**config.mk**
```make
export PLATFORM = sky130hd
export DESIGN_NAME = boise_exec
export DESIGN_NICKNAME = d
export VERILOG_FILES = /design/src/hdl/boise_pkg.sv /design/src/hdl/boise_alu.sv /design/src/hdl/boise_exec.sv
export VERILOG_INCLUDE_DIRS = /design/src /design/src/hdl
export SDC_FILE = /design/constraint.sdc
export NUM_CORES = 1
export LEC_CHECK = 0
export ABC_CLOCK_PERIOD_IN_PS = 4680
export BUFFER_PORTS_ARGS = -buffer_cell sky130_fd_sc_hd__buf_2
export CAP_MARGIN = 20
export CORE_UTILIZATION = 51
export DETAILED_ROUTE_END_ITERATION = 8
export MAX_ROUTING_LAYER = met4
export PLACE_DENSITY_LB_ADDON = 0.1
export SLEW_MARGIN = 20
export SYNTH_ARGS = -nofsm -noshare
export SYNTH_HDL_FRONTEND = slang
export SYNTH_SLANG_ARGS = --single-unit
export TNS_END_PERCENT = 1
```
**constraint.sdc**
```tcl
create_clock -name ref_clk_in -period 4.68 [get_ports ref_clk_in]
set_input_delay 0.468 -clock ref_clk_in [delete_from_list [all_inputs] [get_ports ref_clk_in]]
set_output_delay 0.468 -clock ref_clk_in [all_outputs]
set_load 0.01 [all_outputs]
```
**src/hdl/boise_map.svh**
```systemverilog
/*
  constants for the branch/or/increment/shift execution datapath.
  assumes inclusion by bare name from the package and the modules.
*/
`ifndef BOISE_MAP_SVH
`define BOISE_MAP_SVH
`define BOISE_DATA_W 8
`define BOISE_PC_W 15
`define BOISE_IMM_JMP_W 11
`define BOISE_LATCH_W 7
`define BOISE_LATCH_JMP_HI 6
`define BOISE_LATCH_JMP_LO 3
`define BOISE_DEST_ACC 1'b0
`define BOISE_DEST_FILE 1'b1
`define BOISE_ZERO_BYTE 8'h00
`define BOISE_ONE_BYTE 8'h01
`define BOISE_PC_RESET 15'h0000
`define BOISE_JUMP_CYCLES 2
`endif

```
**src/hdl/boise_pkg.sv**
```systemverilog
/*
  types for the execution datapath: operation select codes.
  assumes boise_map.svh is on the include path.
*/
`include "boise_map.svh"
package boise_pkg;
  typedef enum logic [2:0] {
    boise_op_none,
    boise_op_jump_absolute,
    boise_op_or_literal_acc,
    boise_op_increment_file_reg,
    boise_op_or_acc_file_reg,
    boise_op_shift_left_logical,
    boise_op_shift_right_logical
  } boise_op_t;
  typedef enum logic {
    boise_st_exec,
    boise_st_flush
  } boise_state_t;
endpackage

```
**src/hdl/boise_alu.sv**
```systemverilog
/*
  combinational result and carry for the byte operations; zero is judged in boise_exec.
  assumes operands are stable while op_in names the operation.
*/
`timescale 1ns/1ps
`include "boise_map.svh"
module boise_alu
  import boise_pkg::*;
(
  input wire boise_op_t op_in,
  input wire logic [`BOISE_DATA_W-1:0] acc_in,
  input wire logic [`BOISE_DATA_W-1:0] file_in,
  input wire logic [`BOISE_DATA_W-1:0] literal_in,
  output logic [`BOISE_DATA_W-1:0] result_out,
  output logic carry_out
);
  // per-operation datapath; carry only meaningful for shifts
  always_comb begin
    result_out = `BOISE_ZERO_BYTE;
    carry_out = 1'b0;
    unique case (op_in)
      boise_op_or_literal_acc: result_out = acc_in | literal_in;
      boise_op_increment_file_reg: result_out = file_in + `BOISE_ONE_BYTE;
      boise_op_or_acc_file_reg: result_out = acc_in | file_in;
      boise_op_shift_left_logical: begin
        result_out = {file_in[`BOISE_DATA_W-2:0], 1'b0};
        carry_out = file_in[`BOISE_DATA_W-1];
      end
      boise_op_shift_right_logical: begin
        result_out = {1'b0, file_in[`BOISE_DATA_W-1:1]};
        carry_out = file_in[0];
      end
      default: begin
        result_out = `BOISE_ZERO_BYTE;
        carry_out = 1'b0;
      end
    endcase
  end
endmodule

```
**src/hdl/boise_exec.sv**
```systemverilog
/*
  execution stage for jump, or-literal, increment, or-with-file and logical
  shifts. assumes decode presents op and operands for one cycle with
  op_valid_in and that file_data_in is the addressed register's value.
  the accumulator, flags and write-back port are held here as registers.
*/
`timescale 1ns/1ps
`include "boise_map.svh"
// Summary of operation
// - jump loads immediate into pc 10:0 and latch bits 6:3 into pc 14:11
// - jump takes two cycles; second cycle discards the prefetched instruction
// - jump is unconditional and leaves all status flags untouched
// - or-literal ors accumulator with 8-bit immediate into accumulator, sets zero
// - increment adds one to file register, writes destination, updates zero
// - or-with-file ors accumulator with file register into destination, updates zero
// - destination bit 0 writes accumulator, 1 writes back to the file register
// - left shift: bit 7 to carry, 6:0 to 7:1, zero into bit 0, carry and zero
// - right shift: zero into bit 7, 7:1 to 6:0, bit 0 to carry, carry and zero
module boise_exec
  import boise_pkg::*;
(
  input wire logic ref_clk_in,
  input wire logic reset_n_in,
  input wire logic op_valid_in,
  input wire boise_op_t op_in,
  input wire logic [`BOISE_DATA_W-1:0] literal_in,
  input wire logic [`BOISE_IMM_JMP_W-1:0] jump_target_in,
  input wire logic [`BOISE_LATCH_W-1:0] program_counter_high_latch_in,
  input wire logic dest_sel_in,
  input wire logic [`BOISE_DATA_W-1:0] file_data_in,
  input wire logic carry_in,
  input wire logic zero_in,
  output logic [`BOISE_DATA_W-1:0] acc_out,
  output logic [`BOISE_DATA_W-1:0] file_wdata_out,
  output logic file_we_out,
  output logic carry_out,
  output logic zero_out,
  output logic [`BOISE_PC_W-1:0] pc_out,
  output logic pc_load_out,
  output logic flush_out,
  output logic busy_out
);
  logic [`BOISE_DATA_W-1:0] acc_r;
  logic [`BOISE_DATA_W-1:0] acc_nxt;
  logic [`BOISE_DATA_W-1:0] file_wdata_r;
  logic file_we_r;
  logic file_we_nxt;
  logic carry_r;
  logic carry_nxt;
  logic zero_r;
  logic zero_nxt;
  logic [`BOISE_PC_W-1:0] pc_r;
  logic [`BOISE_PC_W-1:0] pc_nxt;
  logic pc_load_r;
  logic flush_r;
  boise_state_t state_r;
  boise_state_t state_nxt;
  wire logic [`BOISE_DATA_W-1:0] alu_result;
  wire logic alu_carry;

  boise_alu u_alu (
    .op_in(op_in),
    .acc_in(acc_r),
    .file_in(file_data_in),
    .literal_in(literal_in),
    .result_out(alu_result),
    .carry_out(alu_carry)
  );

  // decode of the accepted operation; a flush cycle swallows anything offered
  wire logic take = op_valid_in && (state_r == boise_st_exec);
  wire logic is_jump = take && (op_in == boise_op_jump_absolute);
  wire logic is_orl = take && (op_in == boise_op_or_literal_acc);
  wire logic is_file_op = take && ((op_in == boise_op_increment_file_reg) ||
    (op_in == boise_op_or_acc_file_reg) || (op_in == boise_op_shift_left_logical) ||
    (op_in == boise_op_shift_right_logical));
  wire logic is_shift = take && ((op_in == boise_op_shift_left_logical) ||
    (op_in == boise_op_shift_right_logical));
  wire logic to_file = is_file_op && (dest_sel_in == `BOISE_DEST_FILE);
  wire logic to_acc = is_orl || (is_file_op && (dest_sel_in == `BOISE_DEST_ACC));
  wire logic result_zero = (alu_result == `BOISE_ZERO_BYTE);
  wire logic [`BOISE_PC_W-1:0] jump_pc = {
    program_counter_high_latch_in[`BOISE_LATCH_JMP_HI:`BOISE_LATCH_JMP_LO],
    jump_target_in};

  // next values; flags follow the live inputs unless this op updates them
  always_comb begin
    acc_nxt = to_acc ? alu_result : acc_r;
    file_we_nxt = to_file;
    zero_nxt = (is_orl || is_file_op) ? result_zero : zero_in;
    carry_nxt = is_shift ? alu_carry : carry_in;
    pc_nxt = is_jump ? jump_pc : pc_r;
    state_nxt = is_jump ? boise_st_flush : boise_st_exec;
  end

  // accumulator and write-back port
  always_ff @(posedge ref_clk_in or negedge reset_n_in) begin
    if (!reset_n_in) begin
      acc_r <= `BOISE_ZERO_BYTE;
      file_wdata_r <= `BOISE_ZERO_BYTE;
      file_we_r <= 1'b0;
    end else begin
      acc_r <= acc_nxt;
      file_wdata_r <= to_file ? alu_result : file_wdata_r;
      file_we_r <= file_we_nxt;
    end
  end

  // status flags; the jump never touches them
  always_ff @(posedge ref_clk_in or negedge reset_n_in) begin
    if (!reset_n_in) begin
      carry_r <= 1'b0;
      zero_r <= 1'b0;
    end else begin
      carry_r <= carry_nxt;
      zero_r <= zero_nxt;
    end
  end

  // jump sequencing: load pc, then spend one cycle discarding the prefetch
  always_ff @(posedge ref_clk_in or negedge reset_n_in) begin
    if (!reset_n_in) begin
      pc_r <= `BOISE_PC_RESET;
      pc_load_r <= 1'b0;
      flush_r <= 1'b0;
      state_r <= boise_st_exec;
    end else begin
      pc_r <= pc_nxt;
      pc_load_r <= is_jump;
      flush_r <= is_jump;
      state_r <= state_nxt;
    end
  end

  assign acc_out = acc_r;
  assign file_wdata_out = file_wdata_r;
  assign file_we_out = file_we_r;
  assign carry_out = carry_r;
  assign zero_out = zero_r;
  assign pc_out = pc_r;
  assign pc_load_out = pc_load_r;
  assign flush_out = flush_r;
  // the flush flop and the flush state are set by the same event, so the pin comes off a flop
  assign busy_out = flush_r;

  // checks
  chk_jump_pc_load: assert property (@(posedge ref_clk_in) disable iff (!reset_n_in)
    is_jump |=> pc_load_out && pc_out == {
    $past(program_counter_high_latch_in[`BOISE_LATCH_JMP_HI:`BOISE_LATCH_JMP_LO]),
    $past(jump_target_in)})
    else $error("jump target not loaded");
  chk_jump_two_cycle: assert property (@(posedge ref_clk_in) disable iff (!reset_n_in)
    is_jump |=> flush_out && busy_out ##1 !busy_out)
    else $error("jump not two cycles");
  chk_flush_blocks_op: assert property (@(posedge ref_clk_in) disable iff (!reset_n_in)
    busy_out |=> !file_we_out && $stable(acc_out))
    else $error("flushed instruction executed");
  chk_jump_flags_kept: assert property (@(posedge ref_clk_in) disable iff (!reset_n_in)
    is_jump |=> zero_out == $past(zero_in) && carry_out == $past(carry_in))
    else $error("jump altered flags");
  chk_orl_result: assert property (@(posedge ref_clk_in) disable iff (!reset_n_in)
    is_orl |=> acc_out == ($past(acc_r) | $past(literal_in)))
    else $error("or literal wrong");
  chk_incr_result: assert property (@(posedge ref_clk_in) disable iff (!reset_n_in)
    take && op_in == boise_op_increment_file_reg && dest_sel_in
    |=> file_we_out && file_wdata_out == $past(file_data_in) + `BOISE_ONE_BYTE)
    else $error("increment wrong");
  chk_or_file_acc: assert property (@(posedge ref_clk_in) disable iff (!reset_n_in)
    take && op_in == boise_op_or_acc_file_reg && !dest_sel_in
    |=> !file_we_out && acc_out == ($past(acc_r) | $past(file_data_in)))
    else $error("or with file wrong");
  chk_dest_route: assert property (@(posedge ref_clk_in) disable iff (!reset_n_in)
    is_file_op |=> file_we_out == $past(dest_sel_in))
    else $error("destination routing wrong");
  chk_shl_carry: assert property (@(posedge ref_clk_in) disable iff (!reset_n_in)
    take && op_in == boise_op_shift_left_logical
    |=> carry_out == $past(file_data_in[`BOISE_DATA_W-1]))
    else $error("left shift carry wrong");
  chk_shr_carry: assert property (@(posedge ref_clk_in) disable iff (!reset_n_in)
    take && op_in == boise_op_shift_right_logical && !dest_sel_in
    |=> carry_out == $past(file_data_in[0]) && !acc_out[`BOISE_DATA_W-1])
    else $error("right shift wrong");
  chk_zero_flag: assert property (@(posedge ref_clk_in) disable iff (!reset_n_in)
    (is_orl || is_file_op) |=> zero_out == ($past(alu_result) == `BOISE_ZERO_BYTE))
    else $error("zero flag wrong");

  // write-back results, checked from the operands rather than the alu, and what must stay put
  chk_shl_result: assert property (@(posedge ref_clk_in) disable iff (!reset_n_in)
    take && op_in == boise_op_shift_left_logical && dest_sel_in
    |=> file_we_out && file_wdata_out == {$past(file_data_in[`BOISE_DATA_W-2:0]), 1'b0})
    else $error("left shift result wrong");
  chk_shr_result: assert property (@(posedge ref_clk_in) disable iff (!reset_n_in)
    take && op_in == boise_op_shift_right_logical && dest_sel_in
    |=> file_we_out && file_wdata_out == {1'b0, $past(file_data_in[`BOISE_DATA_W-1:1])})
    else $error("right shift result wrong");
  chk_incr_to_acc: assert property (@(posedge ref_clk_in) disable iff (!reset_n_in)
    take && op_in == boise_op_increment_file_reg && !dest_sel_in
    |=> !file_we_out && acc_out == $past(file_data_in) + `BOISE_ONE_BYTE)
    else $error("increment into accumulator wrong");
  chk_or_file_wb: assert property (@(posedge ref_clk_in) disable iff (!reset_n_in)
    take && op_in == boise_op_or_acc_file_reg && dest_sel_in
    |=> file_we_out && $stable(acc_out) &&
    file_wdata_out == ($past(acc_r) | $past(file_data_in)))
    else $error("or with file write-back wrong");
  chk_orl_zero: assert property (@(posedge ref_clk_in) disable iff (!reset_n_in)
    is_orl |=> zero_out == (acc_out == `BOISE_ZERO_BYTE))
    else $error("or literal zero flag wrong");
  chk_flush_flags_kept: assert property (@(posedge ref_clk_in) disable iff (!reset_n_in)
    busy_out |=> zero_out == $past(zero_in) && carry_out == $past(carry_in))
    else $error("flush cycle altered flags");
  chk_flush_no_pulse: assert property (@(posedge ref_clk_in) disable iff (!reset_n_in)
    busy_out |=> !pc_load_out && !flush_out)
    else $error("flush cycle raised a pulse");
  chk_pc_only_jump: assert property (@(posedge ref_clk_in) disable iff (!reset_n_in)
    !is_jump |=> $stable(pc_out) && !pc_load_out)
    else $error("pc moved without a jump");
  chk_jump_no_write: assert property (@(posedge ref_clk_in) disable iff (!reset_n_in)
    is_jump |=> !file_we_out && $stable(acc_out))
    else $error("jump wrote data");

  cov_jump: cover property (@(posedge ref_clk_in) disable iff (!reset_n_in) is_jump ##2 take);
  cov_file_write: cover property (@(posedge ref_clk_in) disable iff (!reset_n_in) to_file);
  cov_zero_set: cover property (@(posedge ref_clk_in) disable iff (!reset_n_in)
    is_file_op && result_zero);
  cov_shift_carry: cover property (@(posedge ref_clk_in) disable iff (!reset_n_in)
    is_shift && alu_carry);
  cov_shift_right_file: cover property (@(posedge ref_clk_in) disable iff (!reset_n_in)
    to_file && op_in == boise_op_shift_right_logical);
endmodule

```
==> impl_metrics.yaml, run 1 <==
status:
  outcome: "completed"
critical_path:
  critPathKind: "in2reg"
  slowest_delay_ns: 0.85
  cp_num_buf_inv: 2
  worstSetupPathDepth: 4
  cp_slowest_cell: "nor4b_4"
  crit_fanout: 25
  reg2reg_slack_ns: 2.62
  r2r_cells: 3
  crit_chain: "buf_2 > inv_2 > nor4b_4 > mux2_2"
  timing.rr.start: "pc_load_out"
  cp-startpoint: "op_in[0]"
  cp-end-kind: "register"
  crit_required_ns: 4.85
  path_delay_family: "simple AND/OR/NAND/NOR gates"
  r2r_end: "pc_out[2]"
  start_kind: "primary input"
  worstPathArrival_ns: 2.30
  crit_path_end: "pc_out[2]"
grt:
  grt_busiest_layer: "met2"
  antenna_found_initial: 0
  grt_use_met2_pct: 40.0
  grt_pass1_vias: 1634
  grt_remaining_overflow: 0
  use_met1_pct: 31.9
  met3_usage_pct: 6.34
  grt_start_max_net_pins: 36
  grt_pass1_wl_um: 7790
  grt_usage_pct: 25.5
clocking:
  clock_latency_ns: 0.29
  clockRootBuffer: "clkbuf_8"
  ctsHoldBuffers: 0
  htreeDepth: 2
  clock-sinks: 35
  postCtsSetupBuffers: 0
  clk_path_buf_depth: 2
  path_clk_slew_ns: 0.07
  cts_tree: "done"
  cts_buffers: 5
  cts-resized-gates: 0
placement:
  dp_hpwl_um: 3230
  dp.cells: 308
  port_buffers: 76
  place_congestion: 0.824
floorplanning:
  start_util_pct: 55.6
  rows: 21
  dieArea_um2: 4030
  dieHeight_um: 63.5
  die_w_um: 63.5
  ios: 80
  core_um2: 3470
timing:
  max_freq_ghz: 0.470
  rsz0062_at_grt: "no"
  finalMaxSlewViolations: 0
  period_share_pct: 45.4
  finalSetupTns_ns: 0
  skew_ns: 0.00751
  setup_viol: 0
  tightest_slew_ns: 0.932
  finalHoldViolations: 0
  slew_headroom_pct: 37.6
  fin_crit_ns: 2.13
pwr:
  power_switching_mw: 0.275
  p_clk_share_pct: 25.4
  ir_worst_vdd_mv: 0.253
  power_leakage_nw: 1.15
  p_int_mw: 0.573
  power_frac_seq_pct: 46.9
  combPwrFrac_pct: 27.6
  powerDensity_nw_per_um2: 361
  p_sw_share_pct: 32.5
layout:
  layout_commonest_cell: "buf_2"
  nNetsFinal: 313
  antenna_cells: 0
  layout.cells.non_filler: 316
  syn_to_final_growth_pct: 22.1
  drive_gt1_share_pct: 39.3
  final_cell_mix: "buf_2, dfrtp_1, nand2_1"
routing:
  drt-wirelength-per-cell_um: 14.2
  vias: 1737
  routed_via_density: 5.50
  wl_um: 4480
  remaining_drc_errors: 0
  dr.pass1.iters: 4
  drt-initial-drc-count: 82
  drtAntennaViolNets: 0
synth:
  ys_ff_latch: 35
  synthTopCellsByArea: "dfrtp_1, mux2_2, o21ai_0"
  synth_cell_types: 40
  syn_area_um2: 1930
  synth-seq-area-share_pct: 45.5
  syn_inst: 199
  yosys_warnings: 0
  syn-num-nets: 243
  syn_area_per_cell_um2: 9.68
  synth_top_area_share_pct: 45.5
  synth.largest_area_cell: "dfrtp_1"
job:
  drv_cap: 0
worst_hold_path:
  hold_path_class: "in2async"
## final cells by class
cell class                 count  area, um2
fill                         312       1120
multi-input combinational    143        923
sequential                    35        876
timing repair buffer          76        380
clock buffer                   6       72.6
tap                           46       57.6
inverter                       8       30.0
clock inverter                 2       12.5
## logic make-up after synthesis
group	Yosys count	synth area share [%]
simple gates	64	17.3
compound gates	56	17.9
flops	35	45.5
xor+xnor	5	2.27
fa+ha+maj	1	0.649
mux	17	9.81
buf+inv	21	6.62
## how the worst min path moves through the flow
stage | from | endpoint | slack, ns
after floorplan | reset_n_in | acc_out[0] | 0.17
after global placement | file_wdata_out[7] | file_wdata_out[7] | 0.46
after detailed placement | file_wdata_out[7] | file_wdata_out[7] | 0.47
after CTS | reset_n_in | acc_out[7] | 0.27
after global routing | reset_n_in | acc_out[7] | 0.33
final | reset_n_in | acc_out[7] | 0.25
## state kept, by name (all words and copies together), names as in the netlist
signal and cells:
carry_out 1, pc_out 15, file_wdata_out 8, acc_out 8, file_we_out 1, pc_load_out 1, zero_out 1
## cells in the mapped netlist
master	count
buf_2	3
nor2b_1	1
ha_1	1
or2b_2	2
and3_1	3
nor4b_4	1
nor4_1	2
dfrtp_1	35
mux2_2	15
a31oi_1	2
o22ai_1	4
xnor2_1	4
nand4_1	5
mux2i_1	2
nor2b_4	1
nor2_1	10
buf_4	6
a221oi_2	1
a211oi_1	1
o211ai_1	3
and2b_1	1
o21ai_1	2
o32ai_1	3
inv_2	1
a311oi_1	1
xor2_1	1
nand3b_1	2
clkbuf_1	1
nand2_1	26
nand3_1	7
and2_1	1
o22a_1	1
o21a_1	1
nor3_1	2
o21ai_0	25
a21oi_1	10
a311oi_2	1
inv_1	7
o221a_2	1
buf_6	3
## metrics by stage
stage | total power [mW] | worst slack (ns) | cell area, um2 | util (%) | hold slack [ns]
finish | 0.849 | 2.55 | 2350 | 67.8 | 0.249
global route | 0.900 | 2.41 | 2350 | 67.8 | 0.330
CTS | 0.856 | 2.57 | 2350 | 67.8 | 0.267
detailed placement | 0.640 | 2.27 | 2270 | 65.4 | 0.468
global placement | 0.632 | 2.25 | 2270 | 65.4 | 0.459
floorplan | 0.535 | 2.94 | 1930 | - | 0.172
## power by group through the flow
| stage | logic (mW) | registers, mW | clock network, mW |
|---|---|---|---|
| 2_1_floorplan | 0.105 | 0.430 | 0 |
| 3_3_place_gp | 0.231 | 0.401 | 0 |
| 3_5_place_dp | 0.237 | 0.403 | 0 |
| 4_1_cts | 0.237 | 0.399 | 0.220 |
| 5_1_grt | 0.261 | 0.407 | 0.232 |
| 6_report | 0.234 | 0.398 | 0.216 |
## routing by layer
metal / up-vias / share of wire, % / wire length, um
li1: 849 / - / -
met1: 801 / 45 / 2000
met2: 79 / 46 / 2070
met3: 8 / 7.2 / 323
met4: 0 / 1.8 / 82
met5: - / 0 / 0
Note: power is estimated with default switching activity, not from simulation.
==> inputs of run 2 (changes only) <==
--- a/config.mk
+++ b/config.mk
@@ -6,10 +6,10 @@
 export SDC_FILE = /design/constraint.sdc
 export NUM_CORES = 1
 export LEC_CHECK = 0
-export ABC_CLOCK_PERIOD_IN_PS = 4680
+export ABC_CLOCK_PERIOD_IN_PS = 1900
 export BUFFER_PORTS_ARGS = -buffer_cell sky130_fd_sc_hd__buf_2
 export CAP_MARGIN = 20
-export CORE_UTILIZATION = 51
+export CORE_UTILIZATION = 43
 export DETAILED_ROUTE_END_ITERATION = 8
 export MAX_ROUTING_LAYER = met4
 export PLACE_DENSITY_LB_ADDON = 0.1
==> constraint.sdc (replaced) <==
create_clock -name ref_clk_in -period 1.9 [get_ports ref_clk_in]
set_input_delay 0.19 -clock ref_clk_in [delete_from_list [all_inputs] [get_ports ref_clk_in]]
set_output_delay 0.19 -clock ref_clk_in [all_outputs]
set_load 0.01 [all_outputs]
==> impl_metrics.yaml, run 2 (synthesis gave the netlist of run 1 again) <==
status:
  outcome: "finished with violations"
  violations: "negative hold slack"
critical_path:
  cpMostUsedCell: "o21ai_0"
  crit_chain: "and2b_1 > o21ai_0 > a21oi_1 > o21ai_1 > nand2_1 > o21ai_0"
  cp-end-kind: "register"
  crit_fanout: 16
  cp_slowest_cell: "dfrtp_1"
  slowest_delay_ns: 0.40
  critPathKind: "reg2reg"
  reg2reg_slack_ns: 0.27
  start_kind: "register"
  crit_required_ns: 2.03
  worstPathArrival_ns: 1.76
routing:
  drt-initial-drc-count: 144
  drtAntennaViolNets: 0
  dr.pass1.iters: 4
  remaining_drc_errors: 0
  drt-wirelength-per-cell_um: 14.3
  routed_via_density: 5.40
  vias: 1777
  wl_um: 4700
timing:
  rsz0062_at_grt: "no"
  setup_viol: 0
  worst_hold_slack_ns: -0.0351
  finalMaxSlewViolations: 0
  max_freq_ghz: 0.614
  finalHoldViolations: 35
  skew_ns: 0.00991
  slew_headroom_pct: 37.9
  timing.final.ws_setup_ns: 0.272
  finalSetupTns_ns: 0
  fin_crit_ns: 1.63
  period_share_pct: 85.7
  tightest_slew_ns: 0.926
grt:
  grt_remaining_overflow: 0
  grt_pass1_wl_um: 7360
  use_met1_pct: 27.6
  grt_use_met2_pct: 33.9
  grt_pass1_vias: 1541
  grt_busiest_layer: "met2"
  grt_start_max_net_pins: 36
  grt_usage_pct: 22.2
  met3_usage_pct: 5.59
  antenna_found_initial: 0
pwr:
  power_frac_seq_pct: 46.4
  power_leakage_nw: 1.20
  powerDensity_nw_per_um2: 865
  ir_worst_vdd_mv: 0.463
  p_clk_share_pct: 25.4
  p_total_mw: 2.11
  p_sw_share_pct: 32.4
  power_switching_mw: 0.683
  combPwrFrac_pct: 28.2
  p_int_mw: 1.43
clocking:
  ctsHoldBuffers: 0
  path_clk_slew_ns: 0.08
  postCtsSetupBuffers: 0
  cts_tree: "done"
  cts-resized-gates: 0
  htreeDepth: 2
  clock-sinks: 35
  clock_latency_ns: 0.29
  clockRootBuffer: "clkbuf_8"
  clk_path_buf_depth: 2
  cts_buffers: 5
floorplanning:
  core_um2: 4140
  start_util_pct: 46.5
  rows: 23
  dieHeight_um: 68.9
  dieArea_um2: 4750
  ios: 80
  die_w_um: 68.9
layout:
  nFillCells: 375
  largest_reg_flops: 15
  multi_input_area_um2: 923
  final-seq-area_um2: 876
  nNetsFinal: 322
  postLayoutCoreUtil_pct: 58.8
  syn_to_final_growth_pct: 26.5
  antenna_cells: 0
  final_cell_mix: "buf_2, dfrtp_1, nand2_1"
  fin_area_um2: 2440
  layout_commonest_cell: "buf_2"
  drive_gt1_share_pct: 41.2
placement:
  dp_hpwl_um: 3450
  port_buffers: 76
  post_dp_cell_area_um2: 2350
  pre_cts_slack_ns: 0.151
  place_congestion: 0.867
worst_hold_path:
  hold_path_class: "in2async"
job:
  drv_cap: 0
==> run 2: changes by cell type in the layout (fill, tap and decap cells not counted), sizes merged <==
cell and change:
buf +9
==> run 2: power by group through the flow <==
| stage | combinational (mW) | sequential [mW] | clock (mW) |
|---|---|---|---|
| after floorplan | 0.259 | 1.06 | 0 |
| after global placement | 0.595 | 0.987 | 0 |
| after detailed placement | 0.600 | 0.994 | 0 |
| after CTS | 0.601 | 0.981 | 0.556 |
| after global routing | 0.669 | 1.00 | 0.582 |
| final | 0.595 | 0.978 | 0.537 |
==> run 2: layout make-up <==
class,instances,share of cell area [%]
Clock buffer,6,2.98
Clock inverter,2,0.513
Inverter,8,1.23
Multi-Input combinational cell,143,37.9
Sequential cell,35,35.9
Tap cell,50,2.57
Timing Repair Buffer,85,18.9
==> run 2: through the flow <==
step,hold WS [ns],cells
CTS,0.000952,329
finish,-0.0351,329
global placement,0.323,321
floorplan,-0.106,199
detailed placement,0.321,321
global route,0.0454,329
==> run 2: path summary, 6_finish.rpt <==
kind                              startpoint                end  depth (start not counted)
setup reg to reg                 pc_load_out         acc_out[0]                          6
max in group asynchronous         reset_n_in          pc_out[4]                          1
hold / removal                    reset_n_in         acc_out[5]                          1
setup / recovery                 pc_load_out         acc_out[0]                          6
min in group ref_clk_in    jump_target_in[3]          pc_out[3]                          2
hold reg to reg            file_wdata_out[3]  file_wdata_out[3]                          2
==> run 2: critical path: cells and delay by family, from the launching register on <==
family | cells | cell delay, ns
AO/OA/AOI/OAI | 4 | 0.66
AND/OR/NAND/NOR | 2 | 0.41
flip-flops | 1 | 0.40
==> run 2: metal layers <==
metal / share of wire [%] / routed length, um / up-vias
met2: 47 / 2200 / 85
met5: 0 / 0 / -
met3: 7.3 / 344 / 10
met4: 2.1 / 97 / 0
met1: 44 / 2060 / 814
li1: - / - / 868
